## config.mk

```make
export PLATFORM = sky130hd
export DESIGN_NAME = tmcc_top
export DESIGN_NICKNAME = d
export VERILOG_FILES = /design/src/hdl/tmcc_clk_src.v /design/src/hdl/tmcc_out_ctl.v /design/src/hdl/tmcc_top.v
export VERILOG_INCLUDE_DIRS = /design/src /design/src/hdl
export SDC_FILE = /design/constraint.sdc
export NUM_CORES = 1
export LEC_CHECK = 0
export BUFFER_PORTS_ARGS = -buffer_cell sky130_fd_sc_hd__buf_4
export CORE_MARGIN = 5
export CORE_UTILIZATION = 51
export DETAILED_ROUTE_END_ITERATION = 10
export GPL_TIMING_DRIVEN = 0
export PLACE_DENSITY = 0.82
export SYNTH_ARGS = -nofsm -noshare
export SYNTH_HDL_FRONTEND = slang
export SYNTH_HIERARCHICAL = 1
export SYNTH_SLANG_ARGS = --single-unit
```

## constraint.sdc

```tcl
create_clock -name clk_i -period 2.35 [get_ports clk_i]
set_input_delay 0 -clock clk_i [delete_from_list [all_inputs] [get_ports clk_i]]
set_output_delay 0 -clock clk_i [all_outputs]
set_load 0.02 [all_outputs]
```

## src/hdl/tmcc_consts.vh

```
// Constants shared by the timer core: register map, fields, codes, timing
`ifndef TMCC_CONSTS_VH
`define TMCC_CONSTS_VH

// ****************************************************************
// Counter widths
// ****************************************************************
`define TMCC_CNT_W_CE      10
`define TMCC_CNT_W_STD     16

// ****************************************************************
// Register byte addresses
// ****************************************************************
`define TMCC_ADR_CTRL      8'h00
`define TMCC_ADR_CMPA      8'h04
`define TMCC_ADR_CMPB      8'h08
`define TMCC_ADR_CMPP      8'h0c
`define TMCC_ADR_COUNT     8'h10
`define TMCC_ADR_STAT      8'h14
`define TMCC_ADR_MASK      8'h18
`define TMCC_ADR_PENA      8'h1c
`define TMCC_ADR_PENB      8'h20

// ****************************************************************
// Control register fields and reset value
// ****************************************************************
`define TMCC_CTRL_W        10
`define TMCC_CTRL_CKS      2:0
`define TMCC_CTRL_CLRP     3
`define TMCC_CTRL_CLRA     4
`define TMCC_CTRL_ACT      6:5
`define TMCC_CTRL_PWM      7
`define TMCC_CTRL_POL0     8
`define TMCC_CTRL_POL1     9
`define TMCC_CTRL_RST      10'h005

// ****************************************************************
// Clock select codes
// ****************************************************************
`define TMCC_CKS_SYS4      3'h0
`define TMCC_CKS_SYS       3'h1
`define TMCC_CKS_FH16      3'h2
`define TMCC_CKS_FH64      3'h3
`define TMCC_CKS_TBC       3'h4
`define TMCC_CKS_RSVD      3'h5
`define TMCC_CKS_EXTR      3'h6
`define TMCC_CKS_EXTF      3'h7

// Prescaler masks: tick when all masked bits are one
`define TMCC_PRE_W         8
`define TMCC_PRE_M_SYS4    8'h03
`define TMCC_PRE_M_FH16    8'h0f
`define TMCC_PRE_M_FH64    8'h3f

// ****************************************************************
// Output actions
// ****************************************************************
`define TMCC_ACT_NONE      2'h0
`define TMCC_ACT_LOW       2'h1
`define TMCC_ACT_HIGH      2'h2
`define TMCC_ACT_TOG       2'h3

// ****************************************************************
// Interrupt bits and pin enables
// ****************************************************************
`define TMCC_IRQ_W         3
`define TMCC_IRQ_A         0
`define TMCC_IRQ_B         1
`define TMCC_IRQ_P         2
`define TMCC_PEN_W         8
`define TMCC_PENA_RST      8'h91
`define TMCC_PENB_RST      8'h11
`define TMCC_PEN_OUT0      0
`define TMCC_PEN_OUT1      1
`define TMCC_PEN_IN        0

`endif

```

## src/hdl/tmcc_clk_src.v

```verilog
// Counter clock source selection, prescaler and external pin edge detect
`timescale 1ns/10ps
`default_nettype none
`include "tmcc_consts.vh"

module tmcc_clk_src
(
    input  wire       clk_i,
    input  wire       rst_i,
    input  wire [2:0] sel_i,
    input  wire       pin_en_i,
    input  wire       ext_pin_i,
    input  wire       tbc_tick_i,
    output reg        tick_o
);

    reg  [`TMCC_PRE_W-1:0] pre_ff;
    reg                    s1_ff;
    reg                    s2_ff;
    reg                    s3_ff;
    reg                    lvl_ff;
    reg                    nxt_tick;
    wire                   rise;
    wire                   fall;

    // A level counts only once second and third stage agree
    assign rise = (s2_ff == s3_ff) & s2_ff & ~lvl_ff;
    assign fall = (s2_ff == s3_ff) & ~s2_ff & lvl_ff;

    always @*
    begin
        nxt_tick = 1'b0;
        case (sel_i)
            `TMCC_CKS_SYS4:
                nxt_tick = (pre_ff & `TMCC_PRE_M_SYS4) == `TMCC_PRE_M_SYS4;
            `TMCC_CKS_SYS:  nxt_tick = 1'b1;
            `TMCC_CKS_FH16:
                nxt_tick = (pre_ff & `TMCC_PRE_M_FH16) == `TMCC_PRE_M_FH16;
            `TMCC_CKS_FH64:
                nxt_tick = (pre_ff & `TMCC_PRE_M_FH64) == `TMCC_PRE_M_FH64;
            `TMCC_CKS_TBC:  nxt_tick = tbc_tick_i;
            `TMCC_CKS_RSVD: nxt_tick = 1'b0;
            `TMCC_CKS_EXTR: nxt_tick = pin_en_i & rise;
            `TMCC_CKS_EXTF: nxt_tick = pin_en_i & fall;
            default:        nxt_tick = 1'b0;
        endcase
    end

    always @(posedge clk_i)
    begin
        if (rst_i)
        begin
            pre_ff <= {`TMCC_PRE_W{1'b0}};
            s1_ff  <= 1'b0;
            s2_ff  <= 1'b0;
            s3_ff  <= 1'b0;
            lvl_ff <= 1'b0;
            tick_o <= 1'b0;
        end
        else
        begin
            pre_ff <= pre_ff + 1'b1;
            s1_ff  <= ext_pin_i;
            s2_ff  <= s1_ff;
            s3_ff  <= s2_ff;
            if (s2_ff == s3_ff)
                lvl_ff <= s2_ff;
            tick_o <= nxt_tick;
        end
    end

endmodule
`default_nettype wire

```

## src/hdl/tmcc_out_ctl.v

```verilog
// Timer output level: compare match actions and edge aligned PWM
`timescale 1ns/10ps
`default_nettype none
`include "tmcc_consts.vh"

module tmcc_out_ctl
(
    input  wire       clk_i,
    input  wire       rst_i,
    input  wire       pwm_i,
    input  wire [1:0] act_i,
    input  wire       match_a_i,
    input  wire       wrap_i,
    output reg        out_o
);

    reg nxt_out;

    always @*
    begin
        nxt_out = out_o;
        if (pwm_i)
        begin
            if (match_a_i)
                nxt_out = 1'b0;
            else if (wrap_i)
                nxt_out = 1'b1;
        end
        else if (match_a_i)
        begin
            case (act_i)
                `TMCC_ACT_LOW:  nxt_out = 1'b0;
                `TMCC_ACT_HIGH: nxt_out = 1'b1;
                `TMCC_ACT_TOG:  nxt_out = ~out_o;
                default:        nxt_out = out_o;
            endcase
        end
    end

    always @(posedge clk_i)
    begin
        if (rst_i)
            out_o <= 1'b0;
        else
            out_o <= nxt_out;
    end

endmodule
`default_nettype wire

```

## src/hdl/tmcc_top.v

```verilog
// Timer module common core with Wishbone registers and shared pins
//
// Our own choices: the placing of the registers and register access over Wishbone.
`timescale 1ns/10ps
`default_nettype none
`include "tmcc_consts.vh"

module tmcc_top
#(
    parameter CNT_W    = `TMCC_CNT_W_CE,
    parameter HAS_CMPB = 1
)
(
    input  wire        clk_i,
    input  wire        rst_i,
    input  wire        wb_cyc_i,
    input  wire        wb_stb_i,
    input  wire        wb_we_i,
    input  wire [7:0]  wb_adr_i,
    input  wire [3:0]  wb_sel_i,
    input  wire [31:0] wb_dat_i,
    output reg  [31:0] wb_dat_o,
    output reg         wb_ack_o,
    input  wire        ext_count_clock_pin_i,
    input  wire        time_base_clock_i,
    input  wire [1:0]  alt_out_i,
    input  wire [1:0]  alt_oe_i,
    output reg  [1:0]  timer_output_pin_o,
    output reg  [1:0]  timer_output_pin_oe_o,
    output reg         irq_o
);

    // ****************************************************************
    // Helpers
    // ****************************************************************
    // Byte-lane merge of a write into a register of up to 16 bits
    function [15:0] merge16;
        input [15:0] old;
        input [31:0] d;
        input [3:0]  sel;
        begin
            merge16 = {sel[1] ? d[15:8] : old[15:8],
                       sel[0] ? d[7:0]  : old[7:0]};
        end
    endfunction

    // ****************************************************************
    // State
    // ****************************************************************
    reg  [`TMCC_CTRL_W-1:0] timer_control_reg0_ff;
    reg  [CNT_W-1:0]        cmp_a_ff;
    reg  [CNT_W-1:0]        cmp_b_ff;
    reg  [CNT_W-1:0]        cmp_p_ff;
    reg  [CNT_W-1:0]        cnt_ff;
    reg  [`TMCC_IRQ_W-1:0]  stat_ff;
    reg  [`TMCC_IRQ_W-1:0]  mask_ff;
    reg  [`TMCC_PEN_W-1:0]  timer_pin_enable_a_ff;
    reg  [`TMCC_PEN_W-1:0]  timer_pin_enable_b_ff;

    reg  [CNT_W-1:0]        nxt_cnt;
    reg  [`TMCC_IRQ_W-1:0]  nxt_stat;
    reg  [`TMCC_IRQ_W-1:0]  nxt_mask;
    reg  [31:0]             nxt_rdata;
    reg  [1:0]              nxt_pin;
    reg  [1:0]              nxt_oe;

    wire                    acc;
    wire                    wr;
    wire                    nxt_ack;
    wire [15:0]             wval_ctrl;
    wire [15:0]             wval_a;
    wire [15:0]             wval_b;
    wire [15:0]             wval_p;
    wire [15:0]             wval_mask;
    wire [15:0]             wval_pena;
    wire [15:0]             wval_penb;
    wire [`TMCC_IRQ_W-1:0]  w1c;
    wire [`TMCC_IRQ_W-1:0]  events;
    wire                    tick;
    wire                    clr;
    wire                    wrap;
    wire                    match_a;
    wire                    match_b;
    wire                    match_p;
    wire                    has_b;
    wire                    tout;

    // ****************************************************************
    // Wishbone slave
    // ****************************************************************
    // Writes land on the edge where the master sees ack
    assign acc     = wb_cyc_i & wb_stb_i;
    assign nxt_ack = acc & ~wb_ack_o;
    assign wr      = acc & wb_we_i & wb_ack_o;

    assign wval_ctrl = merge16({6'h00, timer_control_reg0_ff},
                               wb_dat_i, wb_sel_i);
    assign wval_a    = merge16({{(16-CNT_W){1'b0}}, cmp_a_ff},
                               wb_dat_i, wb_sel_i);
    assign wval_b    = merge16({{(16-CNT_W){1'b0}}, cmp_b_ff},
                               wb_dat_i, wb_sel_i);
    assign wval_p    = merge16({{(16-CNT_W){1'b0}}, cmp_p_ff},
                               wb_dat_i, wb_sel_i);
    assign wval_mask = merge16({13'h0000, mask_ff}, wb_dat_i, wb_sel_i);
    assign wval_pena = merge16({8'h00, timer_pin_enable_a_ff},
                               wb_dat_i, wb_sel_i);
    assign wval_penb = merge16({8'h00, timer_pin_enable_b_ff},
                               wb_dat_i, wb_sel_i);

    assign w1c = (wr && wb_adr_i == `TMCC_ADR_STAT && wb_sel_i[0])
                 ? wb_dat_i[`TMCC_IRQ_W-1:0] : {`TMCC_IRQ_W{1'b0}};

    always @*
    begin
        case (wb_adr_i)
            `TMCC_ADR_CTRL:
                nxt_rdata = {22'h000000, timer_control_reg0_ff};
            `TMCC_ADR_CMPA:
                nxt_rdata = {{(32-CNT_W){1'b0}}, cmp_a_ff};
            `TMCC_ADR_CMPB:
                nxt_rdata = {{(32-CNT_W){1'b0}}, cmp_b_ff};
            `TMCC_ADR_CMPP:
                nxt_rdata = {{(32-CNT_W){1'b0}}, cmp_p_ff};
            `TMCC_ADR_COUNT:
                nxt_rdata = {{(32-CNT_W){1'b0}}, cnt_ff};
            `TMCC_ADR_STAT:
                nxt_rdata = {29'h00000000, stat_ff};
            `TMCC_ADR_MASK:
                nxt_rdata = {29'h00000000, mask_ff};
            `TMCC_ADR_PENA:
                nxt_rdata = {24'h000000, timer_pin_enable_a_ff};
            `TMCC_ADR_PENB:
                nxt_rdata = {24'h000000, timer_pin_enable_b_ff};
            default:
                nxt_rdata = 32'h00000000;
        endcase
    end

    // ****************************************************************
    // Clock source
    // ****************************************************************
    // clock select
    tmcc_clk_src u_clk_src
    (
        .clk_i      (clk_i),
        .rst_i      (rst_i),
        .sel_i      (timer_control_reg0_ff[`TMCC_CTRL_CKS]),
        .pin_en_i   (timer_pin_enable_b_ff[`TMCC_PEN_IN]),
        .ext_pin_i  (ext_count_clock_pin_i),
        .tbc_tick_i (time_base_clock_i),
        .tick_o     (tick)
    );

    // ****************************************************************
    // Counter and comparators
    // ****************************************************************
    assign has_b = (HAS_CMPB != 0);

    assign clr = tick &
        ((timer_control_reg0_ff[`TMCC_CTRL_CLRP] & (cnt_ff == cmp_p_ff)) |
         (timer_control_reg0_ff[`TMCC_CTRL_CLRA] & (cnt_ff == cmp_a_ff)));

    always @*
    begin
        if (clr)
            nxt_cnt = {CNT_W{1'b0}};
        else if (tick)
            nxt_cnt = cnt_ff + 1'b1;
        else
            nxt_cnt = cnt_ff;
    end

    assign match_a = tick & (nxt_cnt == cmp_a_ff);
    assign match_p = tick & (nxt_cnt == cmp_p_ff);
    assign match_b = tick & has_b & (nxt_cnt == cmp_b_ff);
    assign wrap    = tick & (nxt_cnt == {CNT_W{1'b0}});

    assign events = {match_p, match_b, match_a};

    // ****************************************************************
    // Interrupt status
    // ****************************************************************
    always @*
    begin
        // match sets interrupt; set beats clear
        nxt_stat = (stat_ff & ~w1c) | events;
        nxt_mask = mask_ff;
        if (wr && wb_adr_i == `TMCC_ADR_MASK)
            nxt_mask = wval_mask[`TMCC_IRQ_W-1:0];
    end

    // ****************************************************************
    // Output pins
    // ****************************************************************
    tmcc_out_ctl u_out_ctl
    (
        .clk_i     (clk_i),
        .rst_i     (rst_i),
        .pwm_i     (timer_control_reg0_ff[`TMCC_CTRL_PWM]),
        .act_i     (timer_control_reg0_ff[`TMCC_CTRL_ACT]),
        .match_a_i (match_a),
        .wrap_i    (wrap),
        .out_o     (tout)
    );

    always @*
    begin
        if (timer_pin_enable_a_ff[`TMCC_PEN_OUT0])
        begin
            nxt_pin[0] = tout ^ timer_control_reg0_ff[`TMCC_CTRL_POL0];
            nxt_oe[0]  = 1'b1;
        end
        else
        begin
            nxt_pin[0] = alt_out_i[0];
            nxt_oe[0]  = alt_oe_i[0];
        end
        if (timer_pin_enable_a_ff[`TMCC_PEN_OUT1])
        begin
            nxt_pin[1] = tout ^ timer_control_reg0_ff[`TMCC_CTRL_POL1];
            nxt_oe[1]  = 1'b1;
        end
        else
        begin
            nxt_pin[1] = alt_out_i[1];
            nxt_oe[1]  = alt_oe_i[1];
        end
    end

    // ****************************************************************
    // Registers
    // ****************************************************************
    always @(posedge clk_i)
    begin
        if (rst_i)
        begin
            timer_control_reg0_ff <= `TMCC_CTRL_RST;
            cmp_a_ff              <= {CNT_W{1'b0}};
            cmp_b_ff              <= {CNT_W{1'b0}};
            cmp_p_ff              <= {CNT_W{1'b0}};
            cnt_ff                <= {CNT_W{1'b0}};
            stat_ff               <= {`TMCC_IRQ_W{1'b0}};
            mask_ff               <= {`TMCC_IRQ_W{1'b0}};
            timer_pin_enable_a_ff <= `TMCC_PENA_RST;
            timer_pin_enable_b_ff <= `TMCC_PENB_RST;
            wb_ack_o              <= 1'b0;
            wb_dat_o              <= 32'h00000000;
            timer_output_pin_o    <= 2'h0;
            timer_output_pin_oe_o <= 2'h0;
            irq_o                 <= 1'b0;
        end
        else
        begin
            wb_ack_o <= nxt_ack;
            if (nxt_ack)
                wb_dat_o <= nxt_rdata;
            if (wr)
            begin
                case (wb_adr_i)
                    `TMCC_ADR_CTRL:
                        timer_control_reg0_ff <=
                            wval_ctrl[`TMCC_CTRL_W-1:0];
                    `TMCC_ADR_CMPA: cmp_a_ff <= wval_a[CNT_W-1:0];
                    `TMCC_ADR_CMPB: cmp_b_ff <= wval_b[CNT_W-1:0];
                    `TMCC_ADR_CMPP: cmp_p_ff <= wval_p[CNT_W-1:0];
                    `TMCC_ADR_PENA:
                        timer_pin_enable_a_ff <=
                            wval_pena[`TMCC_PEN_W-1:0];
                    `TMCC_ADR_PENB:
                        timer_pin_enable_b_ff <=
                            wval_penb[`TMCC_PEN_W-1:0];
                    default:
                        cnt_ff <= nxt_cnt;
                endcase
            end
            // Counter keeps running through register writes
            cnt_ff                <= nxt_cnt;
            stat_ff               <= nxt_stat;
            mask_ff               <= nxt_mask;
            irq_o                 <= |(nxt_stat & nxt_mask);
            timer_output_pin_o    <= nxt_pin;
            timer_output_pin_oe_o <= nxt_oe;
        end
    end

endmodule
`default_nettype wire

```

Word-level counts from Yosys, hierarchy flattened

Cells that the tools add are included.

Register bits: 124
Bits of input ports: 55
Output and inout port bits: 38

Add/sub/neg operators: 2
Equality and inequality tests: 27
Muxes and demuxes: 16
Bitwise operators: 28
Reductions and logical operators: 21

Operators by type and width:

| cell                  | number |
|---|---|
| $pmux 10 s9           | 1 |
| $eq 10x10->1          | 5 |
| $reduce_and 3->1      | 11 |
| $eq 8x5->1 const B    | 4 |
| $mux 10               | 2 |
| $and 1x1->1           | 17 |
| $eq 8x4->1 const B    | 2 |
| $eq 3x3->1 const B    | 4 |
| $add 10x1->10 const B | 1 |
| $logic_not 10->1      | 1 |
| $mux 3                | 3 |
| $add 8x1->8 const B   | 1 |
| $eq 8x3->1 const B    | 1 |
| $eq 8x6->1 const B    | 1 |
| $logic_not 8->1       | 1 |
| $mux 1                | 8 |
| $pmux 1 s8            | 1 |
| $and 3x3->3           | 2 |
| $eq 2x2->1 const B    | 3 |
| $eq 3x2->1 const B    | 2 |
| $eq 6x6->1 const B    | 1 |
| $eq 4x4->1 const B    | 1 |
| $not 1->1             | 4 |
| $reduce_bool 2->1     | 2 |
| other kinds (12)      | 15 |

Longest topological paths before layout

Gate-level depths: netlist of run 1.

Word-level depth: 11
Mapped depth: 12
Mapped depth without buffers: 11

Hierarchy

The synthesis of run 1 kept the hierarchy.

Modules (own cells, without submodules):

| module       | times used | cells an instance | area each (um^2) | sequential area each (um^2) |
|---|---|---|---|---|
| tmcc_top     | 1          | 631               | 5026.1           | 1761.7 |
| tmcc_clk_src | 1          | 46                | 450.4            | 220.2 |
| tmcc_out_ctl | 1          | 12                | 102.6            | 20.0 |

Least setup slack after synthesis of run 1

OpenSTA, ideal clock, no wires.

Kind: register to register
From: register cnt_ff[0]
To: register u_out_ctl.out_o
Arrival time: 2463 ps
Setup slack: -237 ps
Stages on the path, launching flop included: 12
Buffers on the path: 1
Clock period less this slack: 2587 ps
Cell sequence: dfxtp_1 -> ha_1 -> clkbuf_1 -> nand4_1 -> xor2_1 -> o22ai_1 -> or4b_1 -> o21ai_2 -> and3_1 -> a21oi_1 -> o21ai_0 -> o31ai_1

Word-level cells in the longest chain between the ends: 9
Elaborated cells on any way between the ends: 18
Classes of those cells: add/sub: 1; eq/ne: 3; mux: 4; bitwise: 6; reduce/logical: 4

Ends and longest elaborated chain:

| item                                                  | RTL line          | RTL |
|---|---|---|
| from (decl)                                           | tmcc_top.v:54     | `reg [CNT_W-1:0] cnt_ff;` |
| from (signal assigned)                                | tmcc_top.v:241    | `cnt_ff <= {CNT_W{1'b0}};` |
| from (signal assigned)                                | tmcc_top.v:273    | `cnt_ff <= nxt_cnt;` |
| from (signal assigned)                                | tmcc_top.v:277    | `cnt_ff <= nxt_cnt;` |
| branches (longest 4 deep; another with $add 10x1->10) | n/a               |  |
| $mux 10 *                                             | tmcc_top.v:165    | `if (clr)` |
| $eq 10x10->1 *                                        | tmcc_top.v:173    | `assign match_a = tick & (nxt_cnt == cmp_a_ff);` |
| $and 1x1->1 *                                         | tmcc_top.v:173    |  |
| net match_a                                           | tmcc_top.v:82     | `wire match_a;` |
| $reduce_bool 2->1 (no line) or $mux 1 (tied branches) | n/a               |  |
| $reduce_and 3->1 (no line) or $mux 1 (tied branches)  | n/a               |  |
| to (signal assigned)                                  | tmcc_out_ctl.v:45 | `out_o <= nxt_out;` |
| to (decl)                                             | tmcc_out_ctl.v:14 | `output reg out_o` |

Mark *: on every way through the listed nets, which the timed path passes.
A chain may end at the register's enable or synchronous reset.

Worst setup path after layout of run 1

From: register u_clk_src.tick_o
To: register u_out_ctl.out_o

Word-level cells in the longest chain between the ends: 6
Elaborated cells on any way between the ends: 12
Classes of those cells: eq/ne: 1; mux: 4; bitwise: 3; reduce/logical: 4

Ends and longest elaborated chain:

| item                                                  | RTL line                       | RTL |
|---|---|---|
| from (decl)                                           | tmcc_clk_src.v:14              | `output reg tick_o` |
| from (signal assigned)                                | tmcc_clk_src.v:68              | `tick_o <= nxt_tick;` |
| $mux 10 or $and 1x1->1 (tied branches)                | tmcc_top.v:167, tmcc_top.v:159 |  |
| $mux 10                                               | tmcc_top.v:165                 |  |
| $eq 10x10->1                                          | tmcc_top.v:173                 |  |
| $and 1x1->1 *                                         | tmcc_top.v:173                 |  |
| net match_a                                           | tmcc_top.v:82                  |  |
| $reduce_bool 2->1 (no line) or $mux 1 (tied branches) | n/a                            |  |
| $reduce_and 3->1 (no line) or $mux 1 (tied branches)  | n/a                            |  |

The timed path passes the listed nets; every way through them passes the cells marked *.

==> results of run 1 <==
-- power by group through the flow --
stage	Combinational (mW)	Sequential, mW	Clock (mW)
after floorplan	0.152	1.78	0
after global placement	0.267	1.77	0
after global routing	0.324	1.73	1.32
final	0.301	1.73	1.25
after detailed placement	0.272	1.77	0
after CTS	0.293	1.73	1.25
-- layout make-up --
cell class / instances / area share, %
inverter: 19 / 0.978
timing repair buffer: 93 / 10.5
multi-input combinational: 523 / 49.5
clock buffer: 9 / 1.70
clock inverter: 7 / 1.37
buffer: 65 / 5.71
sequential: 100 / 27.8
tap: 140 / 2.40
-- placed cells by master, fill, tap and decap left out, drive strengths merged, types with 10 or more instances in the layout --
master and n:
inv 23, nand4 10, a311oi 11, dlygate4sd3 13
a22oi 10, clkbuf 38, nand3 44, xnor2 27
nor4 10, conb 22, buf 116, a21oi 63
nand2 102, o21ai 12, a221oi 14, mux2i 12
nor2 47, dfxtp 100, nor3 23
-- worst register-to-register path: stages (launching register included) --
cell	delay [ns]
sky130_fd_sc_hd__dfxtp_2	0.37
sky130_fd_sc_hd__buf_6	0.13
sky130_fd_sc_hd__nand4_4	0.17
sky130_fd_sc_hd__or4_4	0.46
sky130_fd_sc_hd__and2_4	0.20
sky130_fd_sc_hd__nand2_1	0.06
sky130_fd_sc_hd__or4b_4	0.47
sky130_fd_sc_hd__o21ai_4	0.20
sky130_fd_sc_hd__and3_4	0.27
sky130_fd_sc_hd__a21oi_4	0.06
sky130_fd_sc_hd__o21ai_2	0.18
sky130_fd_sc_hd__o31ai_2	0.09
-- through the flow --
| step | total power, mW | setup TNS, ns | hold WS, ns |
|---|---|---|---|
| final | 3.28 | -1.09 | 0.0421 |
| after global routing | 3.38 | -1.56 | 0.0297 |
| after CTS | 3.28 | -0.837 | 0.00195 |
| after detailed placement | 2.04 | -2.68 | 0.217 |
| after global placement | 2.03 | -2.58 | 0.208 |
| after floorplan | 1.93 | -0.0419 | 0.0716 |
-- state kept, by name, indices dropped and copies added (netlist names), 2 cells and up --
signal / cells
u_clk_src/pre_ff: 6
mask_ff: 3
timer_pin_enable_a_ff: 8
cnt_ff: 10
timer_pin_enable_b_ff: 8
cmp_p_ff: 10
cmp_a_ff: 10
wb_dat_o: 10
stat_ff: 3
timer_control_reg0_ff: 10
timer_output_pin_o: 2
timer_output_pin_oe_o: 2
cmp_b_ff: 10
-- cell usage after synthesis (all sizes together), types with 11 or more instances --
library cell / count / share of area (%)
nand2: 102 / 6.9
xnor2: 27 / 4.2
clkbuf: 31 / 2.1
mux2i: 12 / 2.2
o21ai: 12 / 1.1
inv: 19 / 1.3
dfxtp: 100 / 36
a221oi: 14 / 2.4
nand3: 44 / 4.0
nor2: 47 / 3.2
buf: 37 / 4.6
a21oi: 63 / 5.8
a311oi: 11 / 1.7
nor3: 23 / 2.4
-- cell families (layout without fill, tap and decap cells) --
kind of cell,after synthesis,count (layout),synth area share (%)
and+or+nand+nor,280,280,25.4
DFF,100,100,35.9
other,1,22,0.0672
xor gates and xnor gates,34,34,5.34
AOI/OAI and AO/OA,167,167,21.5
buffers and inverters,87,193,7.92
muxes,14,14,2.56
adders and majority gates,6,6,1.35
-- how the worst max path moves through the flow --
| stage | depth (start not counted) | slack (ns) | to | start |
|---|---|---|---|---|
| after floorplan | 11 | -0.04 | u_out_ctl/out_o$_SDFFE_PP0P_ | cnt_ff[1]$_SDFF_PP0_ |
| after global placement | 11 | -0.67 | u_out_ctl/out_o$_SDFFE_PP0P_ | cnt_ff[0]$_SDFF_PP0_ |
| after detailed placement | 11 | -0.64 | u_out_ctl/out_o$_SDFFE_PP0P_ | cnt_ff[8]$_SDFF_PP0_ |
| after CTS | 11 | -0.33 | u_out_ctl/out_o$_SDFFE_PP0P_ | cnt_ff[2]$_SDFF_PP0_ |
| after global routing | 11 | -0.43 | u_out_ctl/out_o$_SDFFE_PP0P_ | u_clk_src/tick_o$_SDFF_PP0_ |
| final | 11 | -0.40 | u_out_ctl/out_o$_SDFFE_PP0P_ | u_clk_src/tick_o$_SDFF_PP0_ |
-- timing repair --
| action | 4_1_cts | 5_1_grt |
|---|---|---|
| setup buffers | 31 | 8 |
| hold buffers | 13 | 0 |
| pin swaps | 29 | 18 |
| resized for setup | 53 | 48 |
| endpoints found under the hold margin | 45 | 0 |
| endpoints found under the setup margin | 10 | 54 |
-- metal layers --
layer,vias up,part of all wire (%)
li1,2682,-
met1,2799,39
met2,310,49
met3,44,8.8
met4,0,3.0
met5,-,0
==> metrics, run 1 <==
Crit Path Category=register to register; Top FF cell, synth=sky130_fd_sc_hd__dfxtp_1; final max-slew violation count=0; Critical Path End Type=register; Routed Antenna Nets=0; ordered cell list for the critical path=buf_6 > nand4_4 > or4_4 > and2_4 > nand2_1 > or4b_4 > o21ai_4 > and3_4 > a21oi_4 > o21ai_2 > o31ai_2; Buf+Inv Stages, Crit Path=1; Global Route met3 Usage=3.33%; routed wire length=18.8 mm; fraction of layout instances using a drive strength above 1=28.8%; met2 track demand over resource in global routing=47.0%; maximum cell stage delay along the critical path=0.47 ns; via count of the first global-routing pass=5,482; post-synthesis sequential area ratio=35.9%; portion of total power attributed to combinational logic=9.2%; biggest fanout along the worst timing path=8; Synth Warn #=6; Worst Slack Setup Final=-0.397 ns; Layout Skew=0.0123 ns; final antenna diode count=0; gpl congestion=0.985; number of clock buffers inserted by TritonCTS=9; worst-skew pair later-pin latency=0.37 ns; largest net degree at the start of global routing=21; highest clock frequency the design can meet=364 MHz; internal power of the cells=2.37 mW; Clock transition at path regs=0.12 ns; sum of overflow across all layers after global routing=0; slew of the pin with the lowest slew margin=0.992 ns; Crit path arrival time=3.01 ns; delay-heaviest family, CP=simple AND/OR/NAND/NOR gates; net switching fraction of the power=27.6%; combined area of all synthesized cells=5580 um2; maxcap violations=0; die extent in y=115 um; Port Buf Inserts=42; number of buffers on the longest clock path=2; DIE AREA=13,100 um2; total power density per cell area=450 nW/um2; #FFs+latches synth=100; register share of total power=52.7%; number of placed cells counting well taps=892; outcome=finished, violations left; failing checks=setup timing; final core occ=67.6%; Filler Cell Count=865; cells after synthesis=689; finished layout cell area=7290 um2; crit start category=register; Top Ports=93; number of antenna violations at the first check in global routing=0; synthesized area per cell=8.10 um2; critical-path cell with the highest stage delay=sky130_fd_sc_hd__or4b_4; count of H-tree levels built during CTS=3; global-route layer with the greatest usage=met2; effective utilization at floorplan=51.7%; Vias=5,835; non-filler cells, final=956; required time of the critical path=2.61 ns; grt met1 use=37.5%; number of DRC violations after detailed-routing iteration 0=633; detail-routed net length per standard cell=19.7 um; hold violation count in the final report=0; leak pwr=2.70 nW; fraction of the cycle the final worst path needs=117%; Min-Delay Path Class=primary input to register; final net count=872; destination of the worst register-to-register timing path=u_out_ctl/out_o$_SDFFE_PP0P_; cell chosen for the clock root=sky130_fd_sc_hd__clkbuf_8; vias per inst=6.10; Hold Path Cell Cnt=3; Worst Reg2Reg Path Length in Cells=11; DR pass1 iterations=6; number of synthesized flops with an enable pin=0; total net switching power=906 uW; worst ir drop on vdd=0.432 mV; area used by sequential logic in the layout=2030 um2; sink of the worst hold path=u_clk_src/tick_o$_SDFF_PP0_; share of total power in the clock network=38.1%; minimum period implied by the final worst setup slack=2.75 ns; area overhead of the layout relative to synthesis=30.7%; total placed instance area=6260 um2; worst reg2reg setup slack=-0.40 ns; TritonCTS clock tree=yes; chip width=115 um; origin of the critical flop-to-flop path=u_clk_src/tick_o$_SDFF_PP0_; final-report setup violation count=5; number of clock sinks seen by CTS=100; setup repair after global routing missed its margin=true; first-pass GRT wire length=29.2 mm; number of core rows=38; ys async rst share=0%; detailed placer's ending HPWL=13.7 mm; core box area=10,800 um2; combined area of the multi-input logic cells=3610 um2; number of distinct standard cells referenced by the synthesized netlist=75; DRC violation count after routing=0; placement-stage worst setup slack=-0.645 ns; global routing usage summed across all routing layers=28.2%; start point of the worst hold path=time_base_clock_i; relative slew slack=33.3%
(Power assumes the default switching activity.)
==> run 2, diff against run 1 <==
Settings changed: SETUP_SLACK_MARGIN from default to 0.05.
==> metrics, run 2 (same netlist as run 1, synthesis figures left out) <==
CP Capture Point=u_out_ctl/out_o$_SDFFE_PP0P_ (unchanged); crit start category=register (unchanged); failing checks=setup timing (unchanged); destination of the worst register-to-register timing path=u_out_ctl/out_o$_SDFFE_PP0P_ (unchanged); required time of the critical path=2.62 ns (was 2.61 ns); Port Buf Inserts=42 (unchanged); Critical Path End Type=register (unchanged); origin of the critical flop-to-flop path=u_clk_src/tick_o$_SDFF_PP0_ (unchanged); slew of the pin with the lowest slew margin=0.943 ns (was 0.992 ns); worst reg2reg setup slack=-0.39 ns (was -0.40 ns); critical-path cell with the highest stage delay=sky130_fd_sc_hd__or4b_4 (unchanged); largest net degree at the start of global routing=21 (unchanged); Worst Reg2Reg Path Length in Cells=11 (unchanged); Min-Delay Path Class=primary input to register (unchanged); share of total power in the clock network=38.1% (about the same); die extent in y=115 um (unchanged); Buf+Inv Stages, Crit Path=1 (unchanged); vias per inst=6.11 (was 6.10); first-pass GRT wire length=29.2 mm (about the same); delay-heaviest family, CP=simple AND/OR/NAND/NOR gates (unchanged); total net switching power=906 uW (about the same); detailed placer's ending HPWL=13.7 mm (unchanged); Crit path arrival time=3.01 ns (about the same); cell chosen for the clock root=sky130_fd_sc_hd__clkbuf_8 (unchanged); number of buffers on the longest clock path=2 (unchanged); final antenna diode count=0 (unchanged); Filler Cell Count=863 (was 865); final-layout worst hold slack=0.0128 ns (was 0.0421 ns); number of clock buffers inserted by TritonCTS=9 (unchanged); non-filler cells, final=963 (was 956); count of H-tree levels built during CTS=3 (unchanged); sum of negative setup slack=-1.33 ns (was -1.09 ns); highest clock frequency the design can meet=365 MHz (was 364 MHz); outcome=finished, violations left (unchanged); number of clock sinks seen by CTS=100 (unchanged); register share of total power=52.7% (about the same); number of antenna violations at the first check in global routing=0 (unchanged); fraction of the cycle the final worst path needs=117% (about the same); Worst Slack Setup Final=-0.392 ns (was -0.397 ns); area overhead of the layout relative to synthesis=30.9% (was 30.7%); leak pwr=2.72 nW (was 2.70 nW); via count of the first global-routing pass=5,468 (was 5,482); biggest fanout along the worst timing path=8 (unchanged); TritonCTS clock tree=yes (unchanged); setup repair after global routing missed its margin=true (unchanged); finished layout cell area=7300 um2 (was 7290 um2); sum of overflow across all layers after global routing=0 (unchanged); total power density per cell area=449 nW/um2 (was 450 nW/um2); worst-skew pair later-pin latency=0.38 ns (was 0.37 ns); number of placed cells counting well taps=892 (unchanged); core box area=10,800 um2 (unchanged); net switching fraction of the power=27.6% (about the same); worst ir drop on vdd=0.434 mV (was 0.432 mV); start point of the worst hold path=time_base_clock_i (unchanged); ordered cell list for the critical path=buf_6 > nand4_4 > o31ai_1 > and2_4 > nor2_1 > or4b_4 > o21ai_4 > and3_4 > a21oi_4 > o21ai_2 > o31ai_2 (was buf_6 > nand4_4 > or4_4 > and2_4 > nand2_1 > or4b_4 > o21ai_4 > and3_4 > a21oi_4 > o21ai_2 > o31ai_2); DR pass1 iterations=6 (unchanged); Top Ports=93 (unchanged); Clock transition at path regs=0.12 ns (about the same); final max-slew violation count=0 (unchanged); detail-routed net length per standard cell=19.7 um (about the same); DRC violation count after routing=0 (unchanged); effective utilization at floorplan=51.7% (unchanged); maxcap violations=0 (unchanged); worst setup path start=u_clk_src/tick_o$_SDFF_PP0_ (unchanged); number of DRC violations after detailed-routing iteration 0=669 (was 633); gpl congestion=0.985 (unchanged); global routing usage summed across all routing layers=28.3% (was 28.2%); portion of total power attributed to combinational logic=9.2% (about the same); Layout Skew=0.0159 ns (was 0.0123 ns); Levels on crit path=11 (unchanged); final-report setup violation count=5 (unchanged); routed wire length=19.0 mm (was 18.8 mm); commonest cells after routing, fill and taps aside=108 x sky130_fd_sc_hd__buf_4, 99 x sky130_fd_sc_hd__nand2_1, 86 x sky130_fd_sc_hd__dfxtp_1 (was 99 x sky130_fd_sc_hd__nand2_1, 98 x sky130_fd_sc_hd__buf_4, 80 x sky130_fd_sc_hd__dfxtp_1); internal power of the cells=2.37 mW (about the same); fraction of layout instances using a drive strength above 1=28.2% (was 28.8%); DIE AREA=13,100 um2 (unchanged); Crit Path Category=register to register (unchanged); minimum period implied by the final worst setup slack=2.74 ns (was 2.75 ns); total placed instance area=6260 um2 (unchanged); relative slew slack=36.7% (was 33.3%); hold violation count in the final report=0 (unchanged); final net count=879 (was 872); most common cell after layout, fill and taps aside=sky130_fd_sc_hd__buf_4 (was sky130_fd_sc_hd__nand2_1); maximum cell stage delay along the critical path=0.53 ns (was 0.47 ns); Routed Antenna Nets=0 (unchanged); chip width=115 um (unchanged); number of core rows=38 (unchanged); Vias=5,886 (was 5,835)
[run 2: final cells by class]
class	count	area (um2)	share of cell area, %
repair buffers	99	791	10.8
inverters	19	71.3	0.977
well taps	140	175	2.40
multi-input cells	523	3600	49.3
plain buffers	66	422	5.78
flip-flops and latches	100	2020	27.7
clock inverters	7	100	1.37
clock buffers	9	124	1.70
[run 2: layer usage]
metal / vias up / GRT usage (%) / wire length (um)
met2: 356 / 46.7 / 9040
li1: 2700 / - / -
met4: 0 / 10.6 / 766
met5: - / 0 / 0
met3: 71 / 3.75 / 1790
met1: 2759 / 37.5 / 7370
[run 2: worst min-delay path by stage]
| stage | cells past startpoint | slack, ns | to |
|---|---|---|---|
| floorplan | 1 | 0.07 | u_clk_src/s2_ff$_SDFF_PP0_ |
| global placement | 3 | 0.21 | timer_output_pin_oe_o[1]$_SDFF_PP0_ |
| detailed placement | 3 | 0.22 | timer_output_pin_oe_o[0]$_SDFF_PP0_ |
| CTS | 3 | 0.002 | u_clk_src/tick_o$_SDFF_PP0_ |
| global route | 3 | 0.03 | u_clk_src/tick_o$_SDFF_PP0_ |
| finish | 3 | 0.01 | u_clk_src/tick_o$_SDFF_PP0_ |
[run 2: per-stage QoR]
| step | util [%] | power [mW] | worst slack (ns) |
|---|---|---|---|
| 2_1_floorplan | - | 1.93 | -0.0419 |
| 3_3_place_gp | 58.0 | 2.03 | -0.674 |
| 3_5_place_dp | 58.0 | 2.04 | -0.645 |
| 4_1_cts | 65.6 | 3.28 | -0.349 |
| 5_1_grt | 67.6 | 3.38 | -0.511 |
| 6_report | 67.6 | 3.28 | -0.392 |
[run 2: worst register-to-register path, stage by stage (launching register included)]
cell	delay, ns
sky130_fd_sc_hd__dfxtp_2	0.37
sky130_fd_sc_hd__buf_6	0.13
sky130_fd_sc_hd__nand4_4	0.13
sky130_fd_sc_hd__o31ai_1	0.39
sky130_fd_sc_hd__and2_4	0.25
sky130_fd_sc_hd__nor2_1	0.04
sky130_fd_sc_hd__or4b_4	0.53
sky130_fd_sc_hd__o21ai_4	0.20
sky130_fd_sc_hd__and3_4	0.27
sky130_fd_sc_hd__a21oi_4	0.06
sky130_fd_sc_hd__o21ai_2	0.16
sky130_fd_sc_hd__o31ai_2	0.10
[run 2: power groups by stage]
stage          clock, mW  combinational, mW  sequential [mW]
6_report            1.25              0.301             1.73
3_3_place_gp           0              0.267             1.77
5_1_grt             1.32              0.325             1.73
4_1_cts             1.25              0.294             1.73
2_1_floorplan          0              0.152             1.78
3_5_place_dp           0              0.272             1.77
[run 2: what timing repair did]
| item | 4_1_cts | 5_1_grt |
|---|---|---|
| endpoints found under the hold margin | 45 | 0 |
| gates resized for setup | 49 | 37 |
| pin swaps | 29 | 22 |
| hold buffers | 13 | 0 |
| buffers inserted | 35 | 10 |
| setup endpoints to repair | 22 | 55 |
